## config.mk

```make
export PLATFORM = sky130hd
export DESIGN_NAME = cdac_ctrl
export DESIGN_NICKNAME = d
export VERILOG_FILES = /design/src/logic/cdac_pkg.sv /design/src/logic/cdac_strobe_edge.sv /design/src/logic/cdac_ctrl.sv
export SDC_FILE = /design/constraint.sdc
export NUM_CORES = 1
export LEC_CHECK = 0
export BUFFER_PORTS_ARGS = -buffer_cell sky130_fd_sc_hd__buf_4
export CORE_MARGIN = 5
export CORE_UTILIZATION = 45
export CTS_CLUSTER_SIZE = 40
export DETAILED_ROUTE_END_ITERATION = 6
export PLACE_DENSITY_LB_ADDON = 0.05
export SETUP_SLACK_MARGIN = 0.2
export SYNTH_ARGS = -nofsm -noshare
export SYNTH_HDL_FRONTEND = slang
export SYNTH_SLANG_ARGS = --single-unit
```

## constraint.sdc

```tcl
create_clock -name i_clk -period 2.55 [get_ports i_clk]
set_clock_uncertainty 0.15 [all_clocks]
set_input_delay 0.3825 -clock i_clk [delete_from_list [all_inputs] [get_ports i_clk]]
set_output_delay 0.3825 -clock i_clk [all_outputs]
set_load 0.005 [all_outputs]
```

## src/logic/cdac_pkg.sv

```systemverilog
// constants for the current dac update control block
package cdac_pkg;
	// register offsets on the local port
	localparam logic [7:0] ADDR_DATA_LOW = 8'h96;
	localparam logic [7:0] ADDR_DATA_HIGH = 8'h97;
	localparam logic [7:0] ADDR_CONTROL = 8'hB9;
	// control field positions
	localparam int CTL_ENABLE_BIT = 7;
	localparam int CTL_SRC_MSB = 6;
	localparam int CTL_SRC_LSB = 4;
	localparam int CTL_FS_MSB = 1;
	localparam int CTL_FS_LSB = 0;
	// reset values
	localparam logic [7:0] CONTROL_RESET = 8'h72;
	localparam logic [7:0] DATA_HIGH_RESET = 8'h00;
	localparam logic [7:0] DATA_LOW_RESET = 8'h00;
	// writable bits
	localparam logic [7:0] CONTROL_WMASK = 8'hF3;
	localparam logic [7:0] DATA_LOW_WMASK = 8'hC0;
	localparam int CODE_W = 10;
	// update source selection
	typedef enum logic [2:0] {
		CDAC_SRC_T0 = 3'b000,
		CDAC_SRC_T1 = 3'b001,
		CDAC_SRC_T2 = 3'b010,
		CDAC_SRC_T3 = 3'b011,
		CDAC_SRC_RISE = 3'b100,
		CDAC_SRC_FALL = 3'b101,
		CDAC_SRC_BOTH = 3'b110,
		CDAC_SRC_WRITE = 3'b111
	} cdac_src_e;
	// full-scale current codes
	localparam logic [1:0] FS_HALF_MA = 2'b00;
	localparam logic [1:0] FS_ONE_MA = 2'b01;
	localparam logic [1:0] FS_TWO_MA = 2'b10;
endpackage

```

## src/logic/cdac_strobe_edge.sv

```systemverilog
// synchroniser and edge detector for the external convert strobe
module cdac_strobe_edge (
	// clock and reset
	input wire logic i_clk,
	input wire logic i_nrst,
	// strobe pin
	input wire logic i_strobe,
	// edge pulses
	output logic o_rise,
	output logic o_fall
);
	logic meta_q;
	logic sync_q;
	logic last_q;

	// two-flop sync, then one flop of history for edges
	always_ff @(posedge i_clk) begin
		if (!i_nrst) begin
			meta_q <= 1'b0;
			sync_q <= 1'b0;
			last_q <= 1'b0;
		end else begin
			meta_q <= i_strobe;
			sync_q <= meta_q;
			last_q <= sync_q;
		end
	end

	assign o_rise = sync_q & ~last_q; // RULE_17
	assign o_fall = ~sync_q & last_q; // RULE_17
endmodule // cdac_strobe_edge

```

## src/logic/cdac_ctrl.sv

```systemverilog
// register file and update scheduling for the 10-bit current dac
//
// Contract
// RULE_01: ten-bit converter, three full-scale currents
// RULE_02: disabled converter leaves pin as gpio
// RULE_03: enabled converter takes pin, drops drivers
// RULE_04: bias generator requested while converter enabled
// RULE_05: software sets port0 skip mask bit one
// RULE_06: source 111 updates on high-byte write
// RULE_07: low-byte write held until high write
// RULE_08: software writes low byte then high
// RULE_09: eight-bit use: low byte set once
// RULE_10: sources 000-011 update on timer overflow
// RULE_11: sources 100-110 update on strobe edges
// RULE_12: word left-justified across high, low bytes
// RULE_13: current equals code over 1024 times scale
// RULE_14: scale field 1x two, 01 one mA
// RULE_15: reset full scale is two mA
// RULE_16: scale field 00 gives half mA
// RULE_17: strobe synchronised, one pulse per edge
//
// Added by the designer: the register addresses and the address-and-strobe port.
module cdac_ctrl #(
	parameter int CODE_W = cdac_pkg::CODE_W
) (
	// clock and reset
	input wire logic i_clk,
	input wire logic i_nrst,
	// register port
	input wire logic [7:0] i_addr,
	input wire logic [7:0] i_wdata,
	input wire logic i_wr,
	input wire logic i_rd,
	output logic [7:0] o_rdata,
	// update sources
	input wire logic [3:0] i_timer_ovf,
	input wire logic i_convert_strobe,
	// analog side
	output logic [CODE_W-1:0] o_code,
	output logic [1:0] o_full_scale_select,
	output logic o_converter_enable,
	output logic o_bias_request,
	output logic o_pin_takeover,
	output logic o_update_pulse
);
	logic [7:0] control_q;
	logic [7:0] data_high_q;
	logic [7:0] data_low_q;
	logic [CODE_W-1:0] code_q;
	logic en_q;
	logic [1:0] fs_q;
	logic upd_q;
	logic [7:0] rdata_q;
	logic wr_ctl;
	logic wr_high;
	logic wr_low;
	logic strobe_rise;
	logic strobe_fall;
	logic update_now;
	cdac_pkg::cdac_src_e src;

	// address compare used by both the write and the read path
	function automatic logic hit(input logic [7:0] a, input logic [7:0] r);
		hit = (a == r);
	endfunction

	assign wr_ctl = i_wr & hit(i_addr, cdac_pkg::ADDR_CONTROL);
	assign wr_high = i_wr & hit(i_addr, cdac_pkg::ADDR_DATA_HIGH);
	assign wr_low = i_wr & hit(i_addr, cdac_pkg::ADDR_DATA_LOW);
	assign src = cdac_pkg::cdac_src_e'(
		control_q[cdac_pkg::CTL_SRC_MSB:cdac_pkg::CTL_SRC_LSB]);

	cdac_strobe_edge u_strobe (
		.i_clk(i_clk),
		.i_nrst(i_nrst),
		.i_strobe(i_convert_strobe),
		.o_rise(strobe_rise),
		.o_fall(strobe_fall)
	);

	// pick the qualifying event for the selected source
	always_comb begin
		case (src)
			cdac_pkg::CDAC_SRC_T0: update_now = i_timer_ovf[0]; // RULE_10
			cdac_pkg::CDAC_SRC_T1: update_now = i_timer_ovf[1]; // RULE_10
			cdac_pkg::CDAC_SRC_T2: update_now = i_timer_ovf[2]; // RULE_10
			cdac_pkg::CDAC_SRC_T3: update_now = i_timer_ovf[3]; // RULE_10
			cdac_pkg::CDAC_SRC_RISE: update_now = strobe_rise; // RULE_11
			cdac_pkg::CDAC_SRC_FALL: update_now = strobe_fall; // RULE_11
			cdac_pkg::CDAC_SRC_BOTH: begin
				update_now = strobe_rise | strobe_fall; // RULE_11
			end
			cdac_pkg::CDAC_SRC_WRITE: update_now = wr_high; // RULE_06
			default: update_now = 1'b0;
		endcase
	end

	// control register; unused bits 3:2 stay zero
	always_ff @(posedge i_clk) begin
		if (!i_nrst) begin
			control_q <= cdac_pkg::CONTROL_RESET; // RULE_15
		end else if (wr_ctl) begin
			control_q <= i_wdata & cdac_pkg::CONTROL_WMASK;
		end
	end

	// data holding bytes; only a high-byte write in mode 111 reaches the latch directly
	always_ff @(posedge i_clk) begin
		if (!i_nrst) begin
			data_high_q <= cdac_pkg::DATA_HIGH_RESET;
			data_low_q <= cdac_pkg::DATA_LOW_RESET;
		end else begin
			if (wr_high) begin
				data_high_q <= i_wdata;
			end
			if (wr_low) begin
				data_low_q <= i_wdata & cdac_pkg::DATA_LOW_WMASK; // RULE_07
			end
		end
	end

	// input latch: on a high-byte write in mode 111 the new byte is used
	// directly, so the word reflects the write that triggered it
	always_ff @(posedge i_clk) begin
		if (!i_nrst) begin
			code_q <= '0;
		end else if (update_now) begin
			if (src == cdac_pkg::CDAC_SRC_WRITE) begin
				code_q <= {i_wdata, data_low_q[7:6]}; // RULE_06 RULE_12
			end else begin
				code_q <= {data_high_q, data_low_q[7:6]}; // RULE_12
			end
		end
	end

	// analog controls registered so every output comes from a flop;
	// the current is code/1024 of the scale chosen here
	always_ff @(posedge i_clk) begin
		if (!i_nrst) begin
			en_q <= 1'b0;
			fs_q <= cdac_pkg::FS_TWO_MA; // RULE_15
			upd_q <= 1'b0;
		end else begin
			en_q <= control_q[cdac_pkg::CTL_ENABLE_BIT]; // RULE_02 RULE_03
			fs_q <= control_q[cdac_pkg::CTL_FS_MSB:cdac_pkg::CTL_FS_LSB];
			upd_q <= update_now;
		end
	end

	// read data valid the cycle after the strobe, zero otherwise
	always_ff @(posedge i_clk) begin
		if (!i_nrst) begin
			rdata_q <= 8'h00;
		end else if (i_rd) begin
			if (hit(i_addr, cdac_pkg::ADDR_CONTROL)) begin
				rdata_q <= control_q;
			end else if (hit(i_addr, cdac_pkg::ADDR_DATA_HIGH)) begin
				rdata_q <= data_high_q;
			end else if (hit(i_addr, cdac_pkg::ADDR_DATA_LOW)) begin
				rdata_q <= data_low_q;
			end else begin
				rdata_q <= 8'h00;
			end
		end else begin
			rdata_q <= 8'h00;
		end
	end

	assign o_rdata = rdata_q;
	assign o_code = code_q; // RULE_01 RULE_13
	assign o_full_scale_select = fs_q; // RULE_14 RULE_16
	assign o_converter_enable = en_q;
	assign o_bias_request = en_q; // RULE_04
	assign o_pin_takeover = en_q; // RULE_03
	assign o_update_pulse = upd_q;

	// a high-byte write in on-demand mode lands in the latch next cycle
	a_demand_update: assert property (@(posedge i_clk) disable iff (!i_nrst)
		wr_high && src == cdac_pkg::CDAC_SRC_WRITE
		|=> code_q[CODE_W-1:2] == $past(i_wdata)) // RULE_06
		else $error("high write did not update code");

	// a low-byte write alone never moves the code
	a_low_held: assert property (@(posedge i_clk) disable iff (!i_nrst)
		wr_low && !update_now |=> $stable(code_q)) // RULE_07
		else $error("low write changed code");

	// timer overflow copies the held word
	a_timer_copy: assert property (@(posedge i_clk) disable iff (!i_nrst)
		src == cdac_pkg::CDAC_SRC_T2 && i_timer_ovf[2]
		|=> code_q == {$past(data_high_q), $past(data_low_q[7:6])}) // RULE_10
		else $error("timer 2 overflow missed");

	// no event, no change
	a_code_stable: assert property (@(posedge i_clk) disable iff (!i_nrst)
		!update_now |=> $stable(code_q)) // RULE_11
		else $error("code changed without event");

	// rising strobe in mode 100 gives exactly one pulse
	a_rise_pulse: assert property (@(posedge i_clk) disable iff (!i_nrst)
		strobe_rise && src == cdac_pkg::CDAC_SRC_RISE
		|=> o_update_pulse ##1 !o_update_pulse) // RULE_17
		else $error("strobe rise pulse wrong");

	// falling edge mode ignores rises
	a_fall_only: assert property (@(posedge i_clk) disable iff (!i_nrst)
		src == cdac_pkg::CDAC_SRC_FALL && strobe_rise |-> !update_now) // RULE_11
		else $error("rise accepted in fall mode");

	// enable drives bias and pin takeover together
	a_bias_enable: assert property (@(posedge i_clk) disable iff (!i_nrst)
		o_bias_request == o_converter_enable
		&& o_pin_takeover == o_converter_enable) // RULE_04
		else $error("bias or pin mismatch");

	// enable follows the control bit one cycle later
	a_enable_follow: assert property (@(posedge i_clk) disable iff (!i_nrst)
		wr_ctl ##1 1'b1 |=> o_converter_enable == $past(i_wdata[7], 2)) // RULE_03
		else $error("enable did not follow write");

	// low byte keeps only its top two bits
	a_low_mask: assert property (@(posedge i_clk) disable iff (!i_nrst)
		data_low_q[5:0] == 6'h00 && control_q[3:2] == 2'b00) // RULE_12
		else $error("unused bits set");

	// scale follows the field one cycle later
	a_scale_follow: assert property (@(posedge i_clk) disable iff (!i_nrst)
		o_full_scale_select == $past(control_q[1:0])) // RULE_14
		else $error("scale field mismatch");

	// half-scale code reaches the output
	a_scale_half: assert property (@(posedge i_clk) disable iff (!i_nrst)
		control_q[1:0] == cdac_pkg::FS_HALF_MA
		|=> o_full_scale_select == cdac_pkg::FS_HALF_MA) // RULE_16
		else $error("half scale not selected");

	// read data returns to zero when no read is pending
	a_rdata_idle: assert property (@(posedge i_clk) disable iff (!i_nrst)
		!i_rd |=> o_rdata == 8'h00) // RULE_02
		else $error("read data not idle");

	// control read returns the register
	a_rdata_ctl: assert property (@(posedge i_clk) disable iff (!i_nrst)
		i_rd && i_addr == cdac_pkg::ADDR_CONTROL
		|=> o_rdata == $past(control_q)) // RULE_14
		else $error("control read wrong");

	// high byte is stored whatever the mode
	a_high_store: assert property (@(posedge i_clk) disable iff (!i_nrst)
		wr_high |=> data_high_q == $past(i_wdata)) // RULE_12
		else $error("high byte not stored");

	// falling strobe in mode 101 gives a pulse
	a_fall_pulse: assert property (@(posedge i_clk) disable iff (!i_nrst)
		strobe_fall && src == cdac_pkg::CDAC_SRC_FALL
		|=> o_update_pulse) // RULE_11
		else $error("strobe fall pulse missing");

	// either edge counts in mode 110
	a_both_edges: assert property (@(posedge i_clk) disable iff (!i_nrst)
		src == cdac_pkg::CDAC_SRC_BOTH && (strobe_rise || strobe_fall)
		|-> update_now) // RULE_11
		else $error("edge missed in both mode");

	// rising edge mode ignores falls
	a_rise_only: assert property (@(posedge i_clk) disable iff (!i_nrst)
		src == cdac_pkg::CDAC_SRC_RISE && strobe_fall |-> !update_now) // RULE_11
		else $error("fall accepted in rise mode");

	// timer 0 mode waits for its own overflow
	a_timer0_wait: assert property (@(posedge i_clk) disable iff (!i_nrst)
		src == cdac_pkg::CDAC_SRC_T0 && !i_timer_ovf[0] |-> !update_now) // RULE_10
		else $error("update without timer 0");

	// timer 1 mode waits for its own overflow
	a_timer1_wait: assert property (@(posedge i_clk) disable iff (!i_nrst)
		src == cdac_pkg::CDAC_SRC_T1 && !i_timer_ovf[1] |-> !update_now) // RULE_10
		else $error("update without timer 1");

	// scheduled updates copy the stored bytes
	a_held_copy: assert property (@(posedge i_clk) disable iff (!i_nrst)
		update_now && src != cdac_pkg::CDAC_SRC_WRITE
		|=> code_q == {$past(data_high_q), $past(data_low_q[7:6])}) // RULE_12
		else $error("held word not copied");

	// edges from the synchroniser are single-cycle
	a_edge_single: assert property (@(posedge i_clk) disable iff (!i_nrst)
		strobe_rise || strobe_fall |=> !strobe_rise && !strobe_fall) // RULE_17
		else $error("strobe edge too long");

	// every latch update is announced by the pulse
	a_pulse_on: assert property (@(posedge i_clk) disable iff (!i_nrst)
		update_now |=> o_update_pulse) // RULE_17
		else $error("update pulse missing");

	// and no pulse without an update
	a_pulse_off: assert property (@(posedge i_clk) disable iff (!i_nrst)
		!update_now |=> !o_update_pulse) // RULE_17
		else $error("spurious update pulse");

	// disabled converter leaves the pin to the port
	a_disabled_gpio: assert property (@(posedge i_clk) disable iff (!i_nrst)
		!control_q[cdac_pkg::CTL_ENABLE_BIT] |=> !o_pin_takeover) // RULE_02
		else $error("pin taken while disabled");
endmodule // cdac_ctrl

```

==> results of run 1 <==
==> per-layer routing <==
layer | routed length (um) | global-route usage, % | vias up
li1 | - | - | 711
met1 | 1710 | 19.1 | 647
met2 | 1810 | 25.5 | 40
met3 | 272 | 4.99 | 15
met4 | 107 | 8.14 | 0
met5 | 0 | 0 | -
==> worst max-delay path: stages, from the launching register on <==
cell and delay (ns):
dfxtp_1 0.33, inv_1 0.05, ha_1 0.26, inv_1 0.03, mux4_2 0.44, mux2_4 0.33
or2_4 0.31, o211a_1 0.23
==> worst min path at each step <==
stage / to / slack (ns) / startpoint / cells after the start
floorplan: u_strobe.sync_q$_SDFF_PN0_ / 0.26 / u_strobe.meta_q$_SDFF_PN0_ / 1
global placement: u_strobe.sync_q$_SDFF_PN0_ / 0.26 / u_strobe.meta_q$_SDFF_PN0_ / 1
detailed placement: u_strobe.sync_q$_SDFF_PN0_ / 0.28 / u_strobe.meta_q$_SDFF_PN0_ / 1
CTS: u_strobe.meta_q$_SDFF_PN0_ / 0.13 / i_convert_strobe / 2
global route: u_strobe.meta_q$_SDFF_PN0_ / 0.14 / i_convert_strobe / 2
finish: u_strobe.meta_q$_SDFF_PN0_ / 0.14 / i_convert_strobe / 2
==> final cells by class <==
cell class | count | share of cell area (%)
Inverter | 4 | 0.679
Multi-Input combinational cell | 120 | 37.9
Clock buffer | 7 | 4.36
Sequential cell | 41 | 37.1
Timing Repair Buffer | 50 | 17.0
Clock inverter | 1 | 0.226
Tap cell | 48 | 2.72
==> Yosys cell counts, drive strengths merged <==
library cell  instances
and4bb                1
ha                    2
or3b                  1
nor3b                 1
nand2b                1
nor4                  1
mux4                  1
o21ai                 9
mux2i                13
nand4b                1
nor2                  8
nand2                21
dfxtp                41
nor2b                 3
or2                   1
o211a                 8
nand3b                1
a22oi                 6
a21boi               10
clkbuf                9
and4b                 1
inv                   4
nand3                19
and4                  2
buf                   4
and2                  6
mux2                  3
==> what timing repair did <==
action / 4_1_cts / 5_1_grt
setup buffers: 0 / 0
resized for setup: 0 / 1
setup endpoints to repair: 0 / 9
hold buffers: 0 / 0
==> cells by family (layout without fill, tap and decap cells) <==
| group | Yosys count | in the layout | synth area share [%] |
|---|---|---|---|
| simple gates | 68 | 68 | 21.3 |
| flops | 41 | 41 | 47.3 |
| compound gates | 33 | 33 | 14.1 |
| mux | 17 | 17 | 11.0 |
| buf+inv | 17 | 62 | 4.97 |
| fa+ha+maj | 2 | 2 | 1.44 |
==> state kept, by name, summed over array words and instances, names as in the netlist, 2 cells and up <==
signal	cells
o_full_scale_select	2
data_low_q	2
control_q	6
o_code	10
data_high_q	8
o_rdata	8
==> metrics by stage <==
step	power, uW	cells
global route	1210	271
global placement	727	263
floorplan	687	178
CTS	1180	271
detailed placement	729	263
finish	1170	271
==> power groups by stage <==
stage / clock network (uW) / registers [uW] / logic [uW]
5_1_grt: 494 / 645 / 75.5
3_3_place_gp: 0 / 659 / 67.9
6_report: 460 / 644 / 69.8
2_1_floorplan: 0 / 659 / 28.1
3_5_place_dp: 0 / 659 / 69.3
4_1_cts: 470 / 644 / 69.8
==> run summary, run 1 <==
In this run the count of I/O pins placed on the die edge is 49. Data on the critical path arrives at its endpoint at 2.28 ns. The first routing iteration left 65 violations. The synthesized netlist net count is 205. In this run, synthesis produced a sequential element count of 41. Across the run, the number of max-cap violations was 0.

The commonest non-fill, non-tap cell in the layout is buf_4. The placeable core region is 0.00369 mm2. For this configuration, the core starts out at a cell density of 47.1%. The routed wire length is 3.89 mm. The total area of sequential cells came out at 821 um2. The power density normalized to cell area is 531 mW/mm2.

The first-pass GRT wire length came out at 6.36 mm. After synthesis, the mean cell area works out to 9.76 um2. The share of total power in sequential cells is 54.9%. Compared with the post-synthesis result, the final layout area differs by 27.3%.

In the layout the commonest cells are buf_4 (50), dfxtp_1 (41), nand2_1 (21). The worst hold slack is 0.142 ns. The worst setup path is captured at a flip-flop.

In this run the worst path has a maximum fanout of 10. The number of standard cells after synthesis came out at 178. The clock group share of total power is 39.2%. The via count of the first global-routing pass came out at 1,374. The cell area after synthesis came out at 0.00174 mm2.

The post-detailed-route DRC marker count came out at 0. Measured on the finished design, the core utilization comes to 59.9%. The TritonCTS clock tree is done. The path class of the tightest hold or removal check is in2reg.

Across the VDD grid, the largest voltage drop is 0.282 mV. The switching portion of total power is 21.2%. The post-detailed-route via-to-cell ratio came out at 5.21. The number of different library cells in the post-synthesis netlist is 31. Following the worst setup path forward leads to its endpoint at o_code[7]$_SDFFE_PN0P_.

The number of vias in the routed layout came out at 1,413. The endpoint identified for the worst register-to-register timing path is o_code[7]$_SDFFE_PN0P_. The clock transition at the registers of the reported paths is 0.07 ns. At the end of routability-driven placement, the weighted congestion stood at 0.736. The number of warnings reported in the yosys synthesis log came out at 0.

The area enclosed by the die boundary is 0.00520 mm2. The antenna cell count came out at 0. The insertion delay to the later sink of the worst-skew pair is 0.30 ns.

The die is 72.1 um tall. Sequential cells were found to cover 47.3% of the synthesized design area. The fraction of the cycle the final worst path needs came out at 88.1%. OpenSTA, run right after detailed placement, puts the worst setup slack at 0.229 ns.

The total global routing overflow came out at 0. The number of fill cells in the layout came out at 339. The number of cells on the worst reg-to-reg path is 7. The relative contribution of combinational cells to total power is 5.9%.

The slew of the pin with the lowest slew margin is 0.707 ns. The average detailed-routed wire length per instance is 14.4 um. The sort of element at the start of the critical path is a flip-flop. The layout net count is 249.

The reg-to-reg critical path startpoint is u_strobe.last_q$_SDFF_PN0_. The die width is 72.1 um. The number of buffers created by CTS came out at 5. The total number of H-tree levels is 2. The area of placed instances came out at 0.00211 mm2.

The setup path with the least slack is of type reg2reg. Summed over its instances, the top area cell type makes up 47.3% of the synthesized netlist area. In this run the power spent charging and discharging nets is 249 uW. The worst relative slew slack is 52.8%. The half-perimeter wire length after placement came out at 2.81 mm.

The count of input and output buffers came out at 48. The initial antenna violation count is 0. Setup repair after global routing left no endpoint under its margin. Row generation in the floorplan step produced 22 rows. At the worst endpoint, the required time is 2.58 ns. The static power due to leakage is 0.00101 uW.

Clock tree synthesis selected as its root buffer the cell clkbuf_8. The count of endpoints failing setup in the final report came out at 0. No sink is reached through more buffers than the 2 on the longest clock path. The fraction of layout instances using a drive strength above 1 came out at 30.5%. The first-pass iteration count of the detailed router is 4. The setup TNS came out at 0 ns.

The worst setup margin came out at 0.304 ns. The cell-internal power is 924 uW. The launching instance or port of the critical path is u_strobe.last_q$_SDFF_PN0_. The minimum period implied by the final worst setup slack is 2.25 ns. The pin count of the biggest net entering global routing is 39. The highest clock rate is 445 MHz. The total global-route track usage is 15.9%.

Of all cell types, the one taking the most synthesized area is dfxtp_1. The post-layout instance area came out at 0.00221 mm2. Across all register-to-register paths, the minimum setup slack is 0.30 ns.

The number of clock sinks is 41. In the post-synthesis netlist, the biggest area contributors are dfxtp_1 (47%), mux2i_1 (7.5%), nand3_1 (5.5%), o211a_1 (4.6%), nand2_1 (4.5%). In this run the remaining antenna-violating nets after routing total 0. The run finished with clean final reports. In the final layout, the multi-input gates occupy 838 um2. The number of slew-limit violations in the final report is 0. The number of hold violations in the final report is 0.
Power figures use the tool's default switching activity.
==> inputs of run 2 (changes only) <==
- MAX_ROUTING_LAYER: not set -> met4
- clock period: 2.55 -> 2.1 ns (I/O delays scaled with it)
==> run 2 against run 1 <==
  * The flow now finishes with violations (negative setup slack)
  * Final cell count up 3.0%
  * Design area up 5.8%
  * Fmax up 4.4%
  * Sequential power up 22%
  * Clock power up 61%
  * Non-clock buffer count up 7
  * Sequential share of layout area down 1.9 points
  * Power up 37%
  * Sequential cell count unchanged
  * Wire length up 7.7%
  * Core utilization up 3.5 points
  * Worst hold slack worse by 0.066 ns
  * Largest power group unchanged
  * Highest routed layer unchanged
==> run summary, run 2 (synthesis gave the netlist of run 1 again) <==
The flow ran to the end, but the final reports show violations. The final reports fail on negative setup slack. The buffering stage count on the worst path with inverters included is 2.

Counting every sink on the clock net gives 41. The first-pass iteration count of the detailed router came out at 4. The net count of the finished layout is 257. The clock group share of total power is 45.8%.

The routed wire length is 4.19 mm. Row generation in the floorplan step produced 22 rows. TritonCTS built the clock tree. The total number of H-tree levels came out at 2. The worst setup margin came out at -0.0516 ns. The placeable core region is 0.00369 mm2. The area enclosed by the die boundary is 0.00520 mm2. At the worst endpoint, the required time is 2.14 ns. The number of hold violations in the final report is 0. The register with the most flip-flops in the layout has 10 of them. In this design, the critical path's most frequently occurring cell is inv_2. The number of buffers created by CTS is 5. The worst IR drop on VDD is 0.663 mV. The initial antenna violation count is 0. The switching portion of total power came out at 19.3%. The die width is 72.1 um. Dividing the detail-routed via count by the number of cells gives 5.18. The area of placed instances came out at 0.00216 mm2.

The final route contains 1,446 vias. The global placer's final weighted congestion is 0.768. The first-pass GRT wire length is 6.96 mm. The post-layout instance area came out at 0.00234 mm2. Pin placement for this block handled 49 I/O pins. The highest clock rate is 465 MHz. The clock transition at the registers of the reported paths is 0.08 ns. The path category of the worst min-delay check is in2reg. The power density normalized to cell area is 690 mW/mm2. The fraction of the cycle the final worst path needs is 102%.

0 antenna diodes ended up in the layout. The detail route stage leaves a number of antenna-violating nets equal to 0. The number of standard cells in the final layout excluding fillers is 279. The count of input and output buffers is 48. The DRC violation total after the first TritonRoute iteration is 156. The worst relative slew slack came out at 64.5%. The root buffer cell chosen for the clock tree is clkbuf_8.

Max-cap violations in this run came to 0. The static power due to leakage is 0.00107 uW. The pin count of the biggest net entering global routing is 39. The share of total power in sequential cells came out at 48.5%. The worst setup path is launched from a flip-flop. The count of endpoints failing setup in the final report came out at 10. Setup repair after global routing could not meet its margin everywhere. The maximum count of clock buffers along a single path came out at 2.

The post-detailed-route DRC marker count is 0. The fraction of layout instances using a drive strength above 1 is 36.8%. Dividing the detail-routed wire length by the instance count gives 15.0 um. STA classifies the critical path endpoint as a flip-flop. The die is 72.1 um tall. Leaving out fill and tap cells, the most frequent cells in the layout are buf_4 (57), dfxtp_1 (39), nand2_1 (21).

The half-perimeter wire length after placement is 2.99 mm. In this run, placement finished with an instance count of 270. Grouping stages by cell kind, the critical path spends the most delay in multiplexers. The layout-stage area growth over the synthesis result is 34.7%. Traced cell by cell, the critical path runs through inv_2 > ha_4 > inv_2 > mux4_2 > mux2_4 > or2_4 > o211a_1. The master of the slowest instance on the critical path is mux4_2. The via count of the first global-routing pass is 1,503. The commonest non-fill, non-tap cell in the layout is buf_4.

Once the floorplan was initialized, standard cells occupied 47.1% of the core. The minimum period implied by the final worst setup slack came out at 2.15 ns. Data on the critical path arrives at its endpoint at 2.19 ns.

The worst setup path is of the reg2reg kind. The layout has 339 filler cells. The slew of the pin with the lowest slew margin is 0.532 ns. The number of hold-repair buffers added at the cts stage is 0. The share of total power dissipated in combinational logic is 5.6%.

Of all nets on the critical path, the largest fanout is 5. Summed over all layers, the global routing overflow is 0. Across every metal layer, demand over resource in global routing totals 17.6%. The insertion delay to the later sink of the worst-skew pair came out at 0.29 ns. The cell-internal power came out at 1300 uW.

On the worst path, the slowest cell contributes a delay of 0.45 ns. The net load switching power came out at 312 uW. The number of slew-limit violations in the final report is 0.
[run 2: changes by cell type in the layout (fill, tap and decap cells not counted), moves of 2 or more]
cell | previous run | this run
bufinv_16 | 0 | 2
o21ai_0 | 9 | 1
o21ai_1 | 0 | 5
o21ai_2 | 0 | 3
clkbuf_8 | 7 | 5
inv_1 | 4 | 2
inv_2 | 0 | 2
dfxtp_1 | 41 | 39
dfxtp_2 | 0 | 2
buf_4 | 50 | 57
[run 2: area by class of cell]
cell class / count / area, um2 / area share [%]
inverters: 4 / 15.0 / 0.642
multi-input cells: 121 / 880 / 37.6
clock inverters: 3 / 65.1 / 2.78
clock buffers: 5 / 68.8 / 2.94
repair buffers: 57 / 428 / 18.3
flip-flops and latches: 41 / 823 / 35.2
well taps: 48 / 60.1 / 2.57
[run 2: repair_timing]
item                       in CTS  in global routing
setup endpoints to repair      11                 11
gates cloned                    1                  0
resized for setup              11                  9
pin swaps                       4                  3
setup buffers                   0                  0
[run 2: final timing paths]
path | start | endpoint | slack (ns) | cells past startpoint
worst min-delay path | i_convert_strobe | u_strobe.meta_q$_SDFF_PN0_ | 0.08 | 2
worst max-delay path | u_strobe.last_q$_SDFF_PN0_ | o_code[3]$_SDFFE_PN0P_ | -0.05 | 7
worst min register to register | u_strobe.meta_q$_SDFF_PN0_ | u_strobe.sync_q$_SDFF_PN0_ | 0.29 | 1
worst max register to register | u_strobe.last_q$_SDFF_PN0_ | o_code[3]$_SDFFE_PN0P_ | -0.05 | 7
[run 2: power by group through the flow]
| stage | Sequential (uW) | Clock, uW | Combinational, uW |
|---|---|---|---|
| 2_1_floorplan | 800 | 0 | 34.1 |
| 3_3_place_gp | 800 | 0 | 84.8 |
| 3_5_place_dp | 801 | 0 | 86.8 |
| 4_1_cts | 783 | 754 | 88.2 |
| 5_1_grt | 783 | 790 | 98.7 |
| 6_report | 783 | 740 | 90.8 |
[run 2: stage by stage]
| stage | setup TNS, ns | power (uW) | setup slack (ns) | util [%] | hold slack [ns] |
|---|---|---|---|---|---|
| global route | -0.678 | 1670 | -0.0920 | 63.4 | 0.101 |
| detailed placement | -1.01 | 887 | -0.107 | 58.6 | 0.277 |
| global placement | -0.670 | 885 | -0.0644 | 58.6 | 0.268 |
| floorplan | -0.610 | 834 | -0.0693 | - | 0.262 |
| finish | -0.325 | 1610 | -0.0516 | 63.4 | 0.0759 |
| CTS | -0.259 | 1620 | -0.0504 | 63.1 | 0.0771 |
[run 2: routing by layer]
layer  wire [um]  share of wire, %  GRT usage, %
met2        2100                50          29.3
met3         291               6.9          5.12
met5           0                 0             -
met1        1760                42          20.5
met4          42               1.0          5.43
==> inputs of run 3 (changes only) <==
- ABC_AREA: not set -> 1
- CTS_BUF_LIST: not set -> sky130_fd_sc_hd__clkbuf_4 sky130_fd_sc_hd__clkbuf_8
==> run 3 against run 2 <==
  * The flow now finishes without violations
  * Wire length fell by 1.9%
  * Sequential power barely moved
  * Combinational power fell by 4.8%
  * Critical path depth did not move
  * Clock power fell by 30%
  * Largest cell class is now flip-flops and latches
  * Highest routed layer unchanged
==> run summary, run 3 <==
The flow ran to the end, and the final reports show no timing, DRC or antenna violations. The end point of the most critical hold path is u_strobe.meta_q$_SDFF_PN0_. The via count of the first global-routing pass is 1,571. The fraction of synthesis flops using an asynchronous set or reset pin is 0%. Dividing the final minimum period by the clock period gives 78.5%. The startpoint identified for the worst hold timing path is i_convert_strobe. The count of endpoints failing setup in the final report came out at 0. The number of different library cells in the post-synthesis netlist is 25. The path category of the worst min-delay check is in2reg. The total global-route track usage came out at 17.6%. The worst relative slew slack came out at 73.5%.

The total global routing overflow came out at 0. The number of antenna-violating nets in the routed design came out at 0. The highest clock rate came out at 606 MHz. The detailed router used layers up to and including met4.

Setup repair after global routing left no endpoint under its margin. Sequential cells burn 56.4% of the power. The number of slew-limit violations in the final report came out at 0.

The power density normalized to cell area came out at 609 mW/mm2. The number of hold violations in the final report came to 0. The number of flops mapped to enable cells by yosys came out at 0.

CTS placed an instance of clkbuf_8 at the clock tree root. Summed over all failing endpoints, the final setup total negative slack is 0 ns. The cell count after synthesis came out at 252. The placeable core region is 0.00394 mm2. The total setup buffers inserted after CTS is 0. The number of placed instances, taps included, is 342. The final standard cell utilization of the core came out at 57.9%. The cell-internal power came out at 1100 uW. The first routing iteration left 75 violations. After synthesis, the mean cell area works out to 7.14 um2.

The number of vias in the routed layout is 1,640. For the pin with the worst max-slew slack, the measured transition is 0.397 ns. The layout-stage area growth over the synthesis result is 26.8%. TritonCTS built the clock tree. The net load switching power came out at 292 uW.

The number of violations of the max-capacitance limit is 0. After clock tree synthesis, the clock-pin slew on the worst setup and hold paths is 0.07 ns. The count of input and output buffers is 48. The first-pass GRT wire length came out at 7.10 mm. For this block, the routed nets add up to 4.11 mm of wire.

Dividing the detail-routed wire length by the instance count gives 11.8 um. The register-to-register setup slack is 0.45 ns. The routed length on met2 came out at 1.68 mm. The repair_antennas step left the layout with diodes totalling 0. The number of cells on the worst reg-to-reg path is 7. Before antenna repair, the detailed router went through 4 iterations. The number of top-level design ports came out at 49.

The number of flip-flops under the largest register name came out at 10. The placement row count came out at 23. Combinational logic is responsible for 6.2% of the overall power. The share of synthesized area spent on multiplexers came out at 1.25%.

The starting utilization of the core area came out at 45.7%. The area fraction in compound gates after synthesis came out at 12.4%. Leaving out fill and tap cells, the most frequent cells in the layout are nand2_1 (49), buf_4 (49), dfxtp_1 (41). The fraction of post-synthesis cell area in the top cell type by area is 45.6%. The data arrival time at the worst-slack endpoint came out at 1.69 ns. The die covers 0.00537 mm2.

Among all cell types in the netlist, the one instantiated most often is nand2_1. The half-perimeter wire length after placement is 3.11 mm. The post-synthesis cell type with the largest combined area is dfxtp_1. The number of buffers created by CTS came out at 5. The post-detailed-route via-to-cell ratio came out at 4.70. By count the netlist is led by nand2_1 (49), dfxtp_1 (41), inv_1 (39). The die width came out at 73.3 um. The worst-case IR drop observed on VDD is 0.386 mV.

The insertion delay to the later sink of the worst-skew pair is 0.29 ns. The global placer's final weighted congestion is 0.771. After Yosys synthesis, XOR and XNOR cells account for 0% of the synthesized area. Sorting the synthesized cells by area gives the leading types as dfxtp_1 (46%), nand2_1 (10%), inv_1 (8.1%), nand3_1 (6.4%), o21ai_0 (5.6%). The initial antenna violation count is 0. From bottom edge to top edge, the die measures 73.3 um. The total number of H-tree levels is 2.

The layout net count is 326. The required time at the endpoint of the critical path is 2.14 ns. The sum of internal, switching and leakage power came out at 1390 uW.

Net switching is 21.0% of the power. The cell area after synthesis came out at 0.00180 mm2. After detailed routing, the wire length on met1 is 2.09 mm. The pin count of the biggest net entering global routing is 29. After synthesis, flip-flops and latches occupy 45.6% of the total area. The kind of end point of the critical path is a flip-flop. The post-detailed-route DRC marker count is 0. The leading register cell type out of synthesis is dfxtp_1. The simple-gate area share of the yosys netlist is 27.3%.

The maximum count of clock buffers along a single path came out at 2. The number of fill cells in the layout is 396. The count of cells along the worst hold path is 3.

The capturing point of the worst reg2reg path is o_code[4]$_SDFFE_PN0P_. The minimum period implied by the final worst setup slack is 1.65 ns. The number of clock sinks is 41. In this run the critical register-to-register path is launched from control_q[5]$_SDFFE_PN1P_. The fraction of the mapped netlist area in adder cells came out at 1.39%. The clock group share of total power is 37.4%.

The number of warnings reported in the yosys synthesis log came out at 0. The synthesized design contains 41 register bits. STA classifies the critical path startpoint as a flip-flop.

The static power due to leakage came out at 0.00116 uW. Excluding fillers, the count of instances in the completed layout stands at 349. In this run the worst path has a maximum fanout of 10. The routed length on met3 came out at 266 um. The synthesized netlist net count is 279. The critical path in this run is classified as reg2reg. The combinational family with the most area after synthesis is simple AND/OR/NAND/NOR gates. The fraction of layout instances using a drive strength above 1 is 23.1%.
[run 3: how the worst max path moves through the flow]
stage | from | endpoint | slack [ns] | cells after the start
final | control_q[5]$_SDFFE_PN1P_ | o_code[4]$_SDFFE_PN0P_ | 0.45 | 7
after detailed placement | i_addr[7] | o_code[4]$_SDFFE_PN0P_ | 0.37 | 9
after global placement | i_addr[7] | o_code[0]$_SDFFE_PN0P_ | 0.39 | 9
after CTS | control_q[5]$_SDFFE_PN1P_ | o_code[4]$_SDFFE_PN0P_ | 0.37 | 7
after global routing | control_q[5]$_SDFFE_PN1P_ | o_code[5]$_SDFFE_PN0P_ | 0.26 | 8
after floorplan | u_strobe.last_q$_SDFF_PN0_ | o_code[2]$_SDFFE_PN0P_ | 0.61 | 10
[run 3: power by group through the flow]
stage               Sequential, uW  Combinational, uW  Clock, uW
floorplan                      801               37.3          0
global placement               801               86.4          0
detailed placement             801               86.6          0
CTS                            783               87.0        538
global route                   783               98.0        578
finish                         783               86.4        520
[run 3: cell type report]
class,count,area (um2),share of cell area [%]
well taps,50,62.6,2.74
inverters,43,161,7.07
flip-flops and latches,41,821,36.0
repair buffers,49,368,16.1
clock buffers,7,90.1,3.95
multi-input cells,159,779,34.2
[run 3: cell families (layout without fill, tap and decap cells)]
family          Yosys count  count (layout)
fa+ha+maj                 2               2
compound gates           43              43
buf+inv                  52              99
mux                       2               2
flops                    41              41
simple gates            112             112
[run 3: critical path, cell delays in order (launching register included)]
cell and delay [ns]:
dfxtp_1 0.56, nor2_1 0.12, nand3_1 0.08, nand3_1 0.13
nor2_4 0.28, nand3_1 0.11, nand2_1 0.08, nor2_1 0.04
[run 3: timing repair]
action | in CTS | in global routing
setup endpoints to repair | 0 | 8
hold buffers | 0 | 0
gates resized for setup | 0 | 3
[run 3: stage by stage]
step	cell area, um2	worst slack [ns]	hold WS, ns
2_1_floorplan	1800	0.606	0.240
3_3_place_gp	2170	0.390	0.241
3_5_place_dp	2170	0.374	0.247
4_1_cts	2260	0.365	0.0498
5_1_grt	2280	0.264	0.0870
6_report	2280	0.451	0.0540
[run 3: layer usage]
metal	global-route usage, %	vias up
li1	-	884
met1	23.9	712
met2	25.2	38
met3	4.79	6
met4	6.15	0
met5	-	-
